`src/rtl/fcz_pkg.sv`:
```
// Constants, codes and types of the flash card zone host controller
// Behaviour
// RULE_01: Low program supply forces read code 00H
// RULE_02: Host gives valid address every bus cycle
// RULE_03: Low select, lane low: low byte
// RULE_04: Low select, lane high: high byte low lines
// RULE_05: High select only: upper lines, lower tri-state
// RULE_06: Both selects: full word, lane ignored
// RULE_07: Low supply allows reads, refuses alteration
// RULE_08: Code 00H selects array reads for zone
// RULE_09: Code 90H then reads return identifier codes
// RULE_10: Host leaves identifier mode by new command
// RULE_11: Two 20H writes arm then start erase
// RULE_12: Erase runs until next strobe rising edge
// RULE_13: Erase only with program supply high
// RULE_14: A0H write then read gives erase check
// RULE_15: 40H write then value write programs
// RULE_16: C0H write then read gives program check
// RULE_17: Address on strobe fall, data on rise
// RULE_18: Two FFH writes then next command
// RULE_19: Whole card reset needs every zone
// RULE_20: Erase acts on one 128 kByte zone
// RULE_21: Powered high supply starts in read mode
// RULE_22: High supply reads give array or identifier
// RULE_23: Strobe low only while select low
// RULE_24: Two FFH writes abort pending set-up
// RULE_25: Strobe low with gate high is write
package fcz_pkg;

  // ******************************************
  // Command codes, one byte, replicated in word mode
  // ******************************************
  localparam logic [7:0] CMD_READ_ARRAY = 8'h00;
  localparam logic [7:0] CMD_IDENT      = 8'h90;
  localparam logic [7:0] CMD_ERASE      = 8'h20;
  localparam logic [7:0] CMD_ERASE_CHK  = 8'hA0;
  localparam logic [7:0] CMD_PROGRAM    = 8'h40;
  localparam logic [7:0] CMD_PROG_CHK   = 8'hC0;
  localparam logic [7:0] CMD_RESET      = 8'hFF;
  localparam logic [7:0] BYTE_ZERO      = 8'h00;

  // ******************************************
  // Geometry
  // ******************************************
  localparam int ZONE_SHIFT = 17;   // 128 kByte zone
  localparam int DATA_W     = 16;

  // ******************************************
  // Timing, in ns, and derived clock counts at 25 MHz
  // ******************************************
  localparam int CLK_PERIOD_NS   = 40;
  localparam int T_STROBE_LOW_NS = 100;
  localparam int T_READ_ACC_NS   = 250;
  localparam int T_PROGRAM_NS    = 10000;
  localparam int STROBE_CYC = (T_STROBE_LOW_NS + CLK_PERIOD_NS - 1) / CLK_PERIOD_NS;
  localparam int READ_CYC   = (T_READ_ACC_NS + CLK_PERIOD_NS - 1) / CLK_PERIOD_NS;
  localparam int PROG_CYC   = (T_PROGRAM_NS + CLK_PERIOD_NS - 1) / CLK_PERIOD_NS;
  localparam int CNT_W      = 18;

  // ******************************************
  // Types
  // ******************************************
  typedef enum logic [2:0] {
    OP_READ        = 3'b000,
    OP_READ_ARRAY  = 3'b001,
    OP_IDENT       = 3'b010,
    OP_ERASE       = 3'b011,
    OP_ERASE_CHECK = 3'b100,
    OP_PROGRAM     = 3'b101,
    OP_RESET       = 3'b110,
    OP_RESET_ALL   = 3'b111
  } fcz_op_t;

  typedef enum logic [1:0] {
    LANE_BYTE = 2'b00,
    LANE_HIGH = 2'b01,
    LANE_WORD = 2'b10
  } fcz_lane_t;

  typedef enum logic [2:0] {
    K_WR_CMD   = 3'b000,
    K_WR_DATA  = 3'b001,
    K_READ     = 3'b010,
    K_DW_ERASE = 3'b011,
    K_DW_PROG  = 3'b100,
    K_END      = 3'b101
  } fcz_kind_t;

  typedef enum logic [2:0] {
    S_IDLE   = 3'b000,
    S_NEXT   = 3'b001,
    S_SETUP  = 3'b010,
    S_STROBE = 3'b011,
    S_HOLD   = 3'b100,
    S_READ   = 3'b101,
    S_DWELL  = 3'b110
  } fcz_state_t;

endpackage
```
`src/rtl/fcz_host.sv`:
```
// Host controller that drives a flash card's zone command registers
`timescale 1ns/10ps
module fcz_host #(
  parameter int ADDR_W    = 20,
  parameter int ERASE_CYC = 250000
) (
  input  wire logic               i_ref_clk,
  input  wire logic               i_sys_rst,
  input  wire logic               i_clk_en,
  input  wire logic               i_req,
  input  wire fcz_pkg::fcz_op_t   i_op,
  input  wire fcz_pkg::fcz_lane_t i_lane_mode,
  input  wire logic [ADDR_W-1:0]  i_addr,
  input  wire logic [15:0]        i_wdata,
  input  wire logic               i_prog_enable,
  output logic                    o_ready,
  output logic [15:0]             o_rdata,
  output logic                    o_done,
  output logic                    o_err,
  output logic                    o_program_supply_high,
  output logic                    o_card_select_low_byte_n,
  output logic                    o_card_select_high_byte_n,
  output logic                    o_output_gate_n,
  output logic                    o_write_strobe_n,
  output logic                    o_byte_lane_select,
  output logic [ADDR_W-1:1]       o_addr,
  output logic [15:0]             o_dq_o,
  output logic                    o_dq_oe_lo,
  output logic                    o_dq_oe_hi,
  input  wire logic [15:0]        i_dq_i
);
  import fcz_pkg::*;

  localparam int ZONE_W = ADDR_W - ZONE_SHIFT;

  typedef struct packed {
    fcz_state_t         st;
    fcz_op_t            op;
    logic [2:0]         step;
    logic [CNT_W-1:0]   cnt;
    logic [ZONE_W-1:0]  zone;
    logic [ADDR_W-1:0]  addr;
    logic [15:0]        wdata;
    fcz_lane_t          lane;
    logic [15:0]        dq;
    logic               oe_lo;
    logic               oe_hi;
    logic               sel_lo_n;
    logic               sel_hi_n;
    logic               lane_bit;
    logic               gate_n;
    logic               strobe_n;
    logic [15:0]        rdata;
    logic               done;
    logic               err;
    logic               supply;
  } fcz_host_t;

  fcz_host_t r;
  fcz_host_t next_r;

  fcz_kind_t   kind;
  logic [7:0]  code;
  logic [15:0] pre_data;
  logic        l_sel_lo_n;
  logic        l_sel_hi_n;
  logic        l_lane;
  logic [15:0] l_dq;
  logic        l_oe_lo;
  logic        l_oe_hi;
  logic [15:0] l_rword;

  // ******************************************
  // Command sequences per operation
  // ******************************************
  // Each op is a short list of bus steps; one table keeps the order auditable
  always_comb begin
    kind = K_END;
    code = CMD_READ_ARRAY;
    unique case (r.op)
      OP_READ: begin
        if (r.step == 3'h0) kind = K_READ;   // RULE_07
      end
      OP_READ_ARRAY: begin
        if (r.step == 3'h0) kind = K_WR_CMD; // RULE_08 RULE_10
      end
      OP_IDENT: begin
        unique case (r.step)
          3'h0: begin
            kind = K_WR_CMD;                 // RULE_09
            code = CMD_IDENT;
          end
          3'h1: kind = K_READ;               // RULE_22
          default: kind = K_END;
        endcase
      end
      OP_ERASE, OP_ERASE_CHECK: begin
        unique case (r.op == OP_ERASE ? r.step : r.step + 3'h3)
          3'h0, 3'h1: begin
            kind = K_WR_CMD;                 // RULE_11
            code = CMD_ERASE;
          end
          3'h2: kind = K_DW_ERASE;           // RULE_12
          3'h3: begin
            kind = K_WR_CMD;                 // RULE_14
            code = CMD_ERASE_CHK;
          end
          3'h4: kind = K_READ;
          default: kind = K_END;
        endcase
      end
      OP_PROGRAM: begin
        unique case (r.step)
          3'h0: begin
            kind = K_WR_CMD;                 // RULE_15
            code = CMD_PROGRAM;
          end
          3'h1: kind = K_WR_DATA;
          3'h2: kind = K_DW_PROG;
          3'h3: begin
            kind = K_WR_CMD;                 // RULE_16
            code = CMD_PROG_CHK;
          end
          3'h4: kind = K_READ;
          default: kind = K_END;
        endcase
      end
      OP_RESET, OP_RESET_ALL: begin
        unique case (r.step)
          3'h0, 3'h1: begin
            kind = K_WR_CMD;                 // RULE_24
            code = CMD_RESET;
          end
          3'h2: kind = K_WR_CMD;             // RULE_18
          default: kind = K_END;
        endcase
      end
    endcase
    pre_data = (kind == K_WR_DATA) ? r.wdata : {code, code};
  end

  fcz_lane u_lane (
    .i_mode     (r.lane),
    .i_addr0    (r.addr[0]),
    .i_wdata    (pre_data),
    .i_dq       (i_dq_i),
    .o_sel_lo_n (l_sel_lo_n),
    .o_sel_hi_n (l_sel_hi_n),
    .o_lane     (l_lane),
    .o_dq       (l_dq),
    .o_oe_lo    (l_oe_lo),
    .o_oe_hi    (l_oe_hi),
    .o_rword    (l_rword)
  );

  // ******************************************
  // Sequencer
  // ******************************************
  always_comb begin
    next_r        = r;
    next_r.done   = 1'b0;
    next_r.err    = 1'b0;
    next_r.supply = i_prog_enable;
    unique case (r.st)
      S_IDLE: begin
        if (i_req) begin
          // Alteration with the supply low would silently fail; refuse it
          if (i_op != OP_READ && !r.supply) begin
            next_r.err  = 1'b1;                // RULE_01
            next_r.done = 1'b1;
          end else begin
            next_r.st    = S_NEXT;
            next_r.op    = i_op;
            next_r.step  = 3'h0;
            next_r.zone  = '0;
            next_r.addr  = (i_op == OP_RESET_ALL) ? '0 : i_addr;  // RULE_02
            next_r.wdata = i_wdata;
            next_r.lane  = i_lane_mode;
          end
        end
      end
      S_NEXT: begin
        next_r.sel_lo_n = l_sel_lo_n;
        next_r.sel_hi_n = l_sel_hi_n;
        next_r.lane_bit = l_lane;
        unique case (kind)
          K_WR_CMD, K_WR_DATA: begin
            next_r.dq    = l_dq;
            next_r.oe_lo = l_oe_lo;
            next_r.oe_hi = l_oe_hi;
            next_r.st    = S_SETUP;
          end
          K_READ: begin
            next_r.gate_n = 1'b0;
            next_r.cnt    = CNT_W'(READ_CYC - 1);
            next_r.st     = S_READ;
          end
          K_DW_ERASE, K_DW_PROG: begin
            next_r.sel_lo_n = 1'b1;
            next_r.sel_hi_n = 1'b1;
            next_r.cnt = (kind == K_DW_ERASE) ? CNT_W'(ERASE_CYC - 1)  // RULE_13
                                              : CNT_W'(PROG_CYC - 1);
            next_r.st  = S_DWELL;
          end
          K_END: begin
            next_r.sel_lo_n = 1'b1;
            next_r.sel_hi_n = 1'b1;
            // Reset reaches one zone only, so walk all of them in turn
            if (r.op == OP_RESET_ALL && r.zone != {ZONE_W{1'b1}}) begin
              next_r.zone = r.zone + 1'b1;     // RULE_19
              next_r.addr = ADDR_W'({r.zone + 1'b1, {ZONE_SHIFT{1'b0}}});  // RULE_20
              next_r.step = 3'h0;
            end else begin
              next_r.done = 1'b1;
              next_r.st   = S_IDLE;
            end
          end
          default: next_r.st = S_IDLE;
        endcase
      end
      S_SETUP: begin
        next_r.strobe_n = 1'b0;                // RULE_17
        next_r.cnt      = CNT_W'(STROBE_CYC - 1);
        next_r.st       = S_STROBE;
      end
      S_STROBE: begin
        if (r.cnt == '0) begin
          next_r.strobe_n = 1'b1;
          next_r.st       = S_HOLD;
        end else begin
          next_r.cnt = r.cnt - 1'b1;
        end
      end
      S_HOLD: begin
        // One cycle of hold after the rising edge keeps address and data valid
        next_r.sel_lo_n = 1'b1;
        next_r.sel_hi_n = 1'b1;
        next_r.oe_lo    = 1'b0;
        next_r.oe_hi    = 1'b0;
        next_r.step     = r.step + 1'b1;
        next_r.st       = S_NEXT;
      end
      S_READ: begin
        if (r.cnt == '0) begin
          next_r.rdata    = l_rword;
          next_r.gate_n   = 1'b1;
          next_r.sel_lo_n = 1'b1;
          next_r.sel_hi_n = 1'b1;
          next_r.step     = r.step + 1'b1;
          next_r.st       = S_NEXT;
        end else begin
          next_r.cnt = r.cnt - 1'b1;
        end
      end
      S_DWELL: begin
        if (r.cnt == '0) begin
          next_r.step = r.step + 1'b1;
          next_r.st   = S_NEXT;
        end else begin
          next_r.cnt = r.cnt - 1'b1;
        end
      end
      default: next_r.st = S_IDLE;
    endcase
  end

  // State register; the clock enable freezes everything except the synchronous reset
  always_ff @(posedge i_ref_clk) begin
    if (i_sys_rst) begin
      r          <= '0;
      r.st       <= S_IDLE;
      r.sel_lo_n <= 1'b1;
      r.sel_hi_n <= 1'b1;
      r.gate_n   <= 1'b1;
      r.strobe_n <= 1'b1;
    end else if (i_clk_en) begin
      r <= next_r;
    end
  end

  // ******************************************
  // Outputs
  // ******************************************
  assign o_ready                   = (r.st == S_IDLE);
  assign o_rdata                   = r.rdata;
  assign o_done                    = r.done;
  assign o_err                     = r.err;
  assign o_program_supply_high     = r.supply;
  assign o_card_select_low_byte_n  = r.sel_lo_n;
  assign o_card_select_high_byte_n = r.sel_hi_n;
  assign o_output_gate_n           = r.gate_n;
  assign o_write_strobe_n          = r.strobe_n;
  assign o_byte_lane_select        = r.lane_bit;
  assign o_addr                    = r.addr[ADDR_W-1:1];
  assign o_dq_o                    = r.dq;
  assign o_dq_oe_lo                = r.oe_lo;
  assign o_dq_oe_hi                = r.oe_hi;

  // ******************************************
  // Assertions
  // ******************************************
  property p_strobe_select;
    @(posedge i_ref_clk) disable iff (i_sys_rst)
      !o_write_strobe_n |-> (!o_card_select_low_byte_n || !o_card_select_high_byte_n);
  endproperty
  a_strobe_select: assert property (p_strobe_select) // RULE_23
    else $error("strobe low without a card select");

  property p_write_gate;
    @(posedge i_ref_clk) disable iff (i_sys_rst)
      !o_write_strobe_n |-> (o_output_gate_n && (o_dq_oe_lo || o_dq_oe_hi));
  endproperty
  a_write_gate: assert property (p_write_gate) // RULE_25
    else $error("write cycle without gate high and data driven");

  property p_supply_on_write;
    @(posedge i_ref_clk) disable iff (i_sys_rst)
      $fell(o_write_strobe_n) |-> $past(o_program_supply_high, 2);
  endproperty
  a_supply_on_write: assert property (p_supply_on_write) // RULE_01
    else $error("command written while program supply low");

  property p_strobe_width;
    @(posedge i_ref_clk) disable iff (i_sys_rst || !i_clk_en)
      $fell(o_write_strobe_n) |-> !o_write_strobe_n [*3] ##1 o_write_strobe_n;
  endproperty
  a_strobe_width: assert property (p_strobe_width) // RULE_17
    else $error("write strobe pulse width wrong");

  property p_addr_stable;
    @(posedge i_ref_clk) disable iff (i_sys_rst)
      (!o_write_strobe_n || $rose(o_write_strobe_n)) |-> $stable(o_addr) && $stable(o_dq_o);
  endproperty
  a_addr_stable: assert property (p_addr_stable) // RULE_02
    else $error("address or data moved during a write pulse");

  property p_high_only;
    @(posedge i_ref_clk) disable iff (i_sys_rst)
      (o_card_select_low_byte_n && !o_card_select_high_byte_n) |-> !o_dq_oe_lo;
  endproperty
  a_high_only: assert property (p_high_only) // RULE_05
    else $error("lower lines driven in high byte access");

  property p_byte_lane;
    @(posedge i_ref_clk) disable iff (i_sys_rst)
      (!o_card_select_low_byte_n && o_card_select_high_byte_n) |->
        (o_byte_lane_select == r.addr[0]) && !o_dq_oe_hi;
  endproperty
  a_byte_lane: assert property (p_byte_lane) // RULE_03
    else $error("byte lane select does not follow address in byte access");

  property p_no_contention;
    @(posedge i_ref_clk) disable iff (i_sys_rst)
      !o_output_gate_n |-> !o_dq_oe_lo && !o_dq_oe_hi && o_write_strobe_n;
  endproperty
  a_no_contention: assert property (p_no_contention) // RULE_06
    else $error("host drives data while card output gate open");

  property p_done_pulse;
    @(posedge i_ref_clk) disable iff (i_sys_rst || !i_clk_en)
      o_done |=> !o_done;
  endproperty
  a_done_pulse: assert property (p_done_pulse) // RULE_07
    else $error("done longer than one cycle");

endmodule

```
`src/rtl/fcz_lane.sv`:
```
// Lane mapper: card selects, byte lane and data placement per access width
`timescale 1ns/10ps
module fcz_lane (
  input  wire fcz_pkg::fcz_lane_t i_mode,
  input  wire logic               i_addr0,
  input  wire logic [15:0]        i_wdata,
  input  wire logic [15:0]        i_dq,
  output logic                    o_sel_lo_n,
  output logic                    o_sel_hi_n,
  output logic                    o_lane,
  output logic [15:0]             o_dq,
  output logic                    o_oe_lo,
  output logic                    o_oe_hi,
  output logic [15:0]             o_rword
);
  import fcz_pkg::*;

  // Width decode; same lanes for reads and writes
  always_comb begin
    o_sel_lo_n = 1'b1;
    o_sel_hi_n = 1'b1;
    o_lane     = 1'b0;
    o_dq       = i_wdata;
    o_oe_lo    = 1'b0;
    o_oe_hi    = 1'b0;
    o_rword    = i_dq;
    unique case (i_mode)
      LANE_BYTE: begin
        o_sel_lo_n = 1'b0;
        o_lane     = i_addr0;                // RULE_03
        o_dq       = {BYTE_ZERO, i_wdata[7:0]}; // RULE_04
        o_oe_lo    = 1'b1;
        o_rword    = {BYTE_ZERO, i_dq[7:0]};
      end
      LANE_HIGH: begin
        o_sel_hi_n = 1'b0;                   // RULE_05
        o_dq       = {i_wdata[7:0], BYTE_ZERO};
        o_oe_hi    = 1'b1;
        o_rword    = {BYTE_ZERO, i_dq[15:8]};
      end
      LANE_WORD: begin
        o_sel_lo_n = 1'b0;                   // RULE_06
        o_sel_hi_n = 1'b0;
        o_oe_lo    = 1'b1;
        o_oe_hi    = 1'b1;
      end
      default: begin
        o_sel_lo_n = 1'b1;
      end
    endcase
  end

endmodule

```
`config.mk`:
```
export PLATFORM = sky130hd
export DESIGN_NAME = fcz_host
export DESIGN_NICKNAME = d
export VERILOG_FILES = /design/src/rtl/fcz_pkg.sv /design/src/rtl/fcz_host.sv /design/src/rtl/fcz_lane.sv
export SDC_FILE = /design/constraint.sdc
export NUM_CORES = 1
export LEC_CHECK = 0
export ABC_CLOCK_PERIOD_IN_PS = 4000
export BUFFER_PORTS_ARGS = -buffer_cell sky130_fd_sc_hd__buf_2
export CAP_MARGIN = 20
export CORE_AREA = 2 2 134 97
export DETAILED_ROUTE_END_ITERATION = 16
export DIE_AREA = 0 0 136 99
export PLACE_DENSITY = 0.73
export SYNTH_ARGS = -nofsm -noshare
export SYNTH_HDL_FRONTEND = slang
export SYNTH_SLANG_ARGS = --single-unit
```
`constraint.sdc`:
```
create_clock -name i_ref_clk -period 4 [get_ports i_ref_clk]
set_input_delay 0.8 -clock i_ref_clk [delete_from_list [all_inputs] [get_ports i_ref_clk]]
set_output_delay 0.8 -clock i_ref_clk [all_outputs]
set_load 0.02 [all_outputs]
```
==> flow_summary.json <==
{
  "hold_buffers": 0,
  "crit_chain": "inv_1 > ha_1 > a211o_1 > mux2i_1 > o311a_1 > o21ai_0 > o32a_1 > nor2_1 > a211oi_1",
  "place_hpwl_mm": 10.8,
  "hold_viol": 0,
  "synth_top_cell_by_area": "dfxtp_1",
  "finalPower_w": 0.00215,
  "place_congestion": 0.930,
  "diodes": 0,
  "numCtsBuffers": 9,
  "area_growth_syn_to_layout_pct": 9.00,
  "ir_drop_mv": 0.211,
  "yosys_most_used_dff": "dfxtp_1",
  "crit_family": "compound AO/OA/AOI/OAI gates",
  "start_util": 0.509,
  "grt_pass1_wl_mm": 25.5,
  "sw_frac_of_total": 0.253,
  "dp.cells": 997,
  "criticalPathCategory": "flop to flop",
  "p_sw_w": 0.000544,
  "clockBufferDepth": 2,
  "netlist_area_sq_um": 6200,
  "ioPinCount": 124,
  "post_cts_buffers": 0,
  "drtPass1Iterations": 5,
  "async_reset_ff_frac": 0,
  "slew_headroom": 0.404,
  "power.density_nw_per_um2": 318,
  "antenna_found_initial": 0,
  "fin_util": 0.555,
  "yosysSeqAreaShare": 0.355,
  "outcome": "complete, no violations",
  "num_vias": 5761,
  "cts_root_buffer": "clkbuf_16",
  "max_cap_viol_count": 0,
  "grtUsageTotal": 0.233,
  "finClkSkew_ps": 6.69,
  "wl_per_cell_um": 15.4,
  "rsz0062_at_grt": "false",
  "core_area_sq_um": 12200,
  "synth_area_leaders": "dfxtp_1 (36%), a21oi_1 (9.4%), buf_4 (6.4%)",
  "dr.first_iter.drc_count": 446,
  "ys_seq_elements": 110,
  "ys_warn_count": 0,
  "cts_max_level": 3,
  "die_area_sq_um": 13500,
  "slew_viol_final": 0,
  "fmax_mhz": 284,
  "max_stage_delay_ps": 640,
  "first_global_vias": 4861,
  "seq_power_share": 0.519,
  "drive_gt1_frac": 0.196,
  "path_clk_slew_ps": 80,
  "slowest_stage": "o32a_1",
  "final_nets": 920,
  "ys_types": 68,
  "routed_wl_mm": 15.6,
  "post-route-drc-count": 0,
  "cp.required_ps": 4220,
  "rows": 34,
  "critPathBufInv": 1,
  "yosysTopAreaCellShare": 0.355,
  "grt_max_degree": 78,
  "p_leak_nw": 2.64,
  "portBuffers": 123,
  "synthCells": 816,
  "combPwrFrac": 0.078,
  "antenna_left": 0,
  "post_cts_resized": 0,
  "worstSkewPairLatency_ps": 350,
  "grt_remaining_overflow": 0,
  "instances_no_fill": 1013,
  "internal_power_w": 0.00160,
  "viasPerCell": 5.69,
  "synth_edf_count": 0,
  "start_kind": "flop",
  "fin_crit_sh": 0.879,
  "worstMarginPinSlew_ps": 892,
  "hold_path_class": "flop to flop",
  "endpoint_kind": "flop",
  "power_frac_clock": 0.403,
  "clkSinkCount": 110,
  "syn_nets": 890,
  "dieWidth_um": 136,
  "fp.dieH_um": 99,
  "worstPathMaxFanout": 21,
  "cp.arrival_ps": 3730,
  "period_minus_slack_ps": 3520,
  "setup_violations": 0,
  "syn_area_per_cell_sq_um": 7.60,
  "cts_tree": "done",
  "fin_setup_tns_ps": 0
}
-- state kept, by name, summed over array words and instances (netlist names) --
name,count
r,49
o_addr,19
o_dq_o,16
o_rdata,16
o_byte_lane_select,1
o_card_select_high_byte_n,1
o_card_select_low_byte_n,1
o_done,1
o_dq_oe_hi,1
o_dq_oe_lo,1
o_err,1
o_output_gate_n,1
o_program_supply_high,1
o_write_strobe_n,1
-- logic make-up (layout without fill, tap and decap cells) --
kind of cell | count (synthesis) | in the layout | share of synthesized area
buffers and inverters | 133 | 168 | 0.114
AOI/OAI and AO/OA | 257 | 257 | 0.255
DFF | 110 | 110 | 0.355
adders and majority gates | 12 | 12 | 0.0242
xor gates and xnor gates | 5 | 5 | 0.00929
and+or+nand+nor | 288 | 288 | 0.225
muxes | 11 | 11 | 0.0180
-- power by group through the flow --
stage	Sequential, W	Clock [W]	Combinational (W)
after global routing	0.00111	0.000934	0.000184
after global placement	0.00114	0	0.000165
after detailed placement	0.00114	0	0.000164
after floorplan	0.00114	0	0.000106
after CTS	0.00111	0.000887	0.000166
final	0.00111	0.000865	0.000167
-- final timing paths --
path             start          to  slack (ps)  cells after the start
max             r[102]  o_addr[18]         480                      9
min          o_dq_o[0]   o_dq_o[0]         450                      2
max reg2reg     r[102]  o_addr[18]         480                      9
min reg2reg  o_dq_o[0]   o_dq_o[0]         450                      2
-- per-stage QoR --
| stage | instance area [sq um] | setup WS, ps | hold WS, ps |
|---|---|---|---|
| 2_1_floorplan | 6200 | 829 | 432 |
| 3_3_place_gp | 6470 | 664 | 437 |
| 3_5_place_dp | 6470 | 572 | 441 |
| 4_1_cts | 6760 | 542 | 451 |
| 5_1_grt | 6760 | 248 | 469 |
| 6_report | 6760 | 485 | 449 |
-- worst min-delay path, stage by stage (launching register included) --
cell	delay, ps
dfxtp_1	310
nand2_1	50
a21oi_1	50
-- synthesized netlist by cell type, drive strengths merged (10+ instances only) --
cell type  number
nand3          17
nand2b         13
ha             12
nor2           67
dfxtp         110
o21ai          56
inv            17
nand4          20
mux2i          10
nor3           11
buf            60
a21oi         116
clkbuf         56
nand2         104
o21bai         11
-- cell type report --
type                    count  area [sq um]
clock buffers              10           229
clock inverters             6          52.6
fillers                  1203          5410
inverters                  17          63.8
multi-input cells         573          3300
flip-flops and latches    110          2200
well taps                 162           203
repair buffers            135           708
-- per-layer routing --
layer / routed length (um) / part of all wire / GRT usage / up-vias
li1: - / - / - / 2901
met1: 8050 / 0.52 / 0.385 / 2618
met2: 6070 / 0.39 / 0.305 / 234
met3: 1330 / 0.086 / 0.0442 / 8
met4: 110 / 0.0071 / 0.0441 / 0
met5: 0 / 0 / 0 / -
-- layout by cell type (no fill, tap or decap), types with 4 or more instances in the layout --
master / n
a211o_1: 4
a211oi_1: 9
a21oi_1: 116
a22o_1: 8
a22oi_1: 4
and3_1: 6
buf_2: 122
buf_4: 13
clkbuf_16: 9
dfxtp_1: 110
ha_1: 12
inv_1: 17
mux2i_1: 10
nand2_1: 104
nand2b_1: 13
nand3_1: 17
nand4_1: 20
nor2_1: 67
nor2b_1: 9
nor3_1: 10
nor3b_1: 5
nor4_1: 7
o211ai_1: 9
o21ai_0: 54
o21bai_1: 11
o221ai_1: 6
o22ai_1: 4
or2_2: 4
or3_1: 4
(Power assumes the default switching activity.)
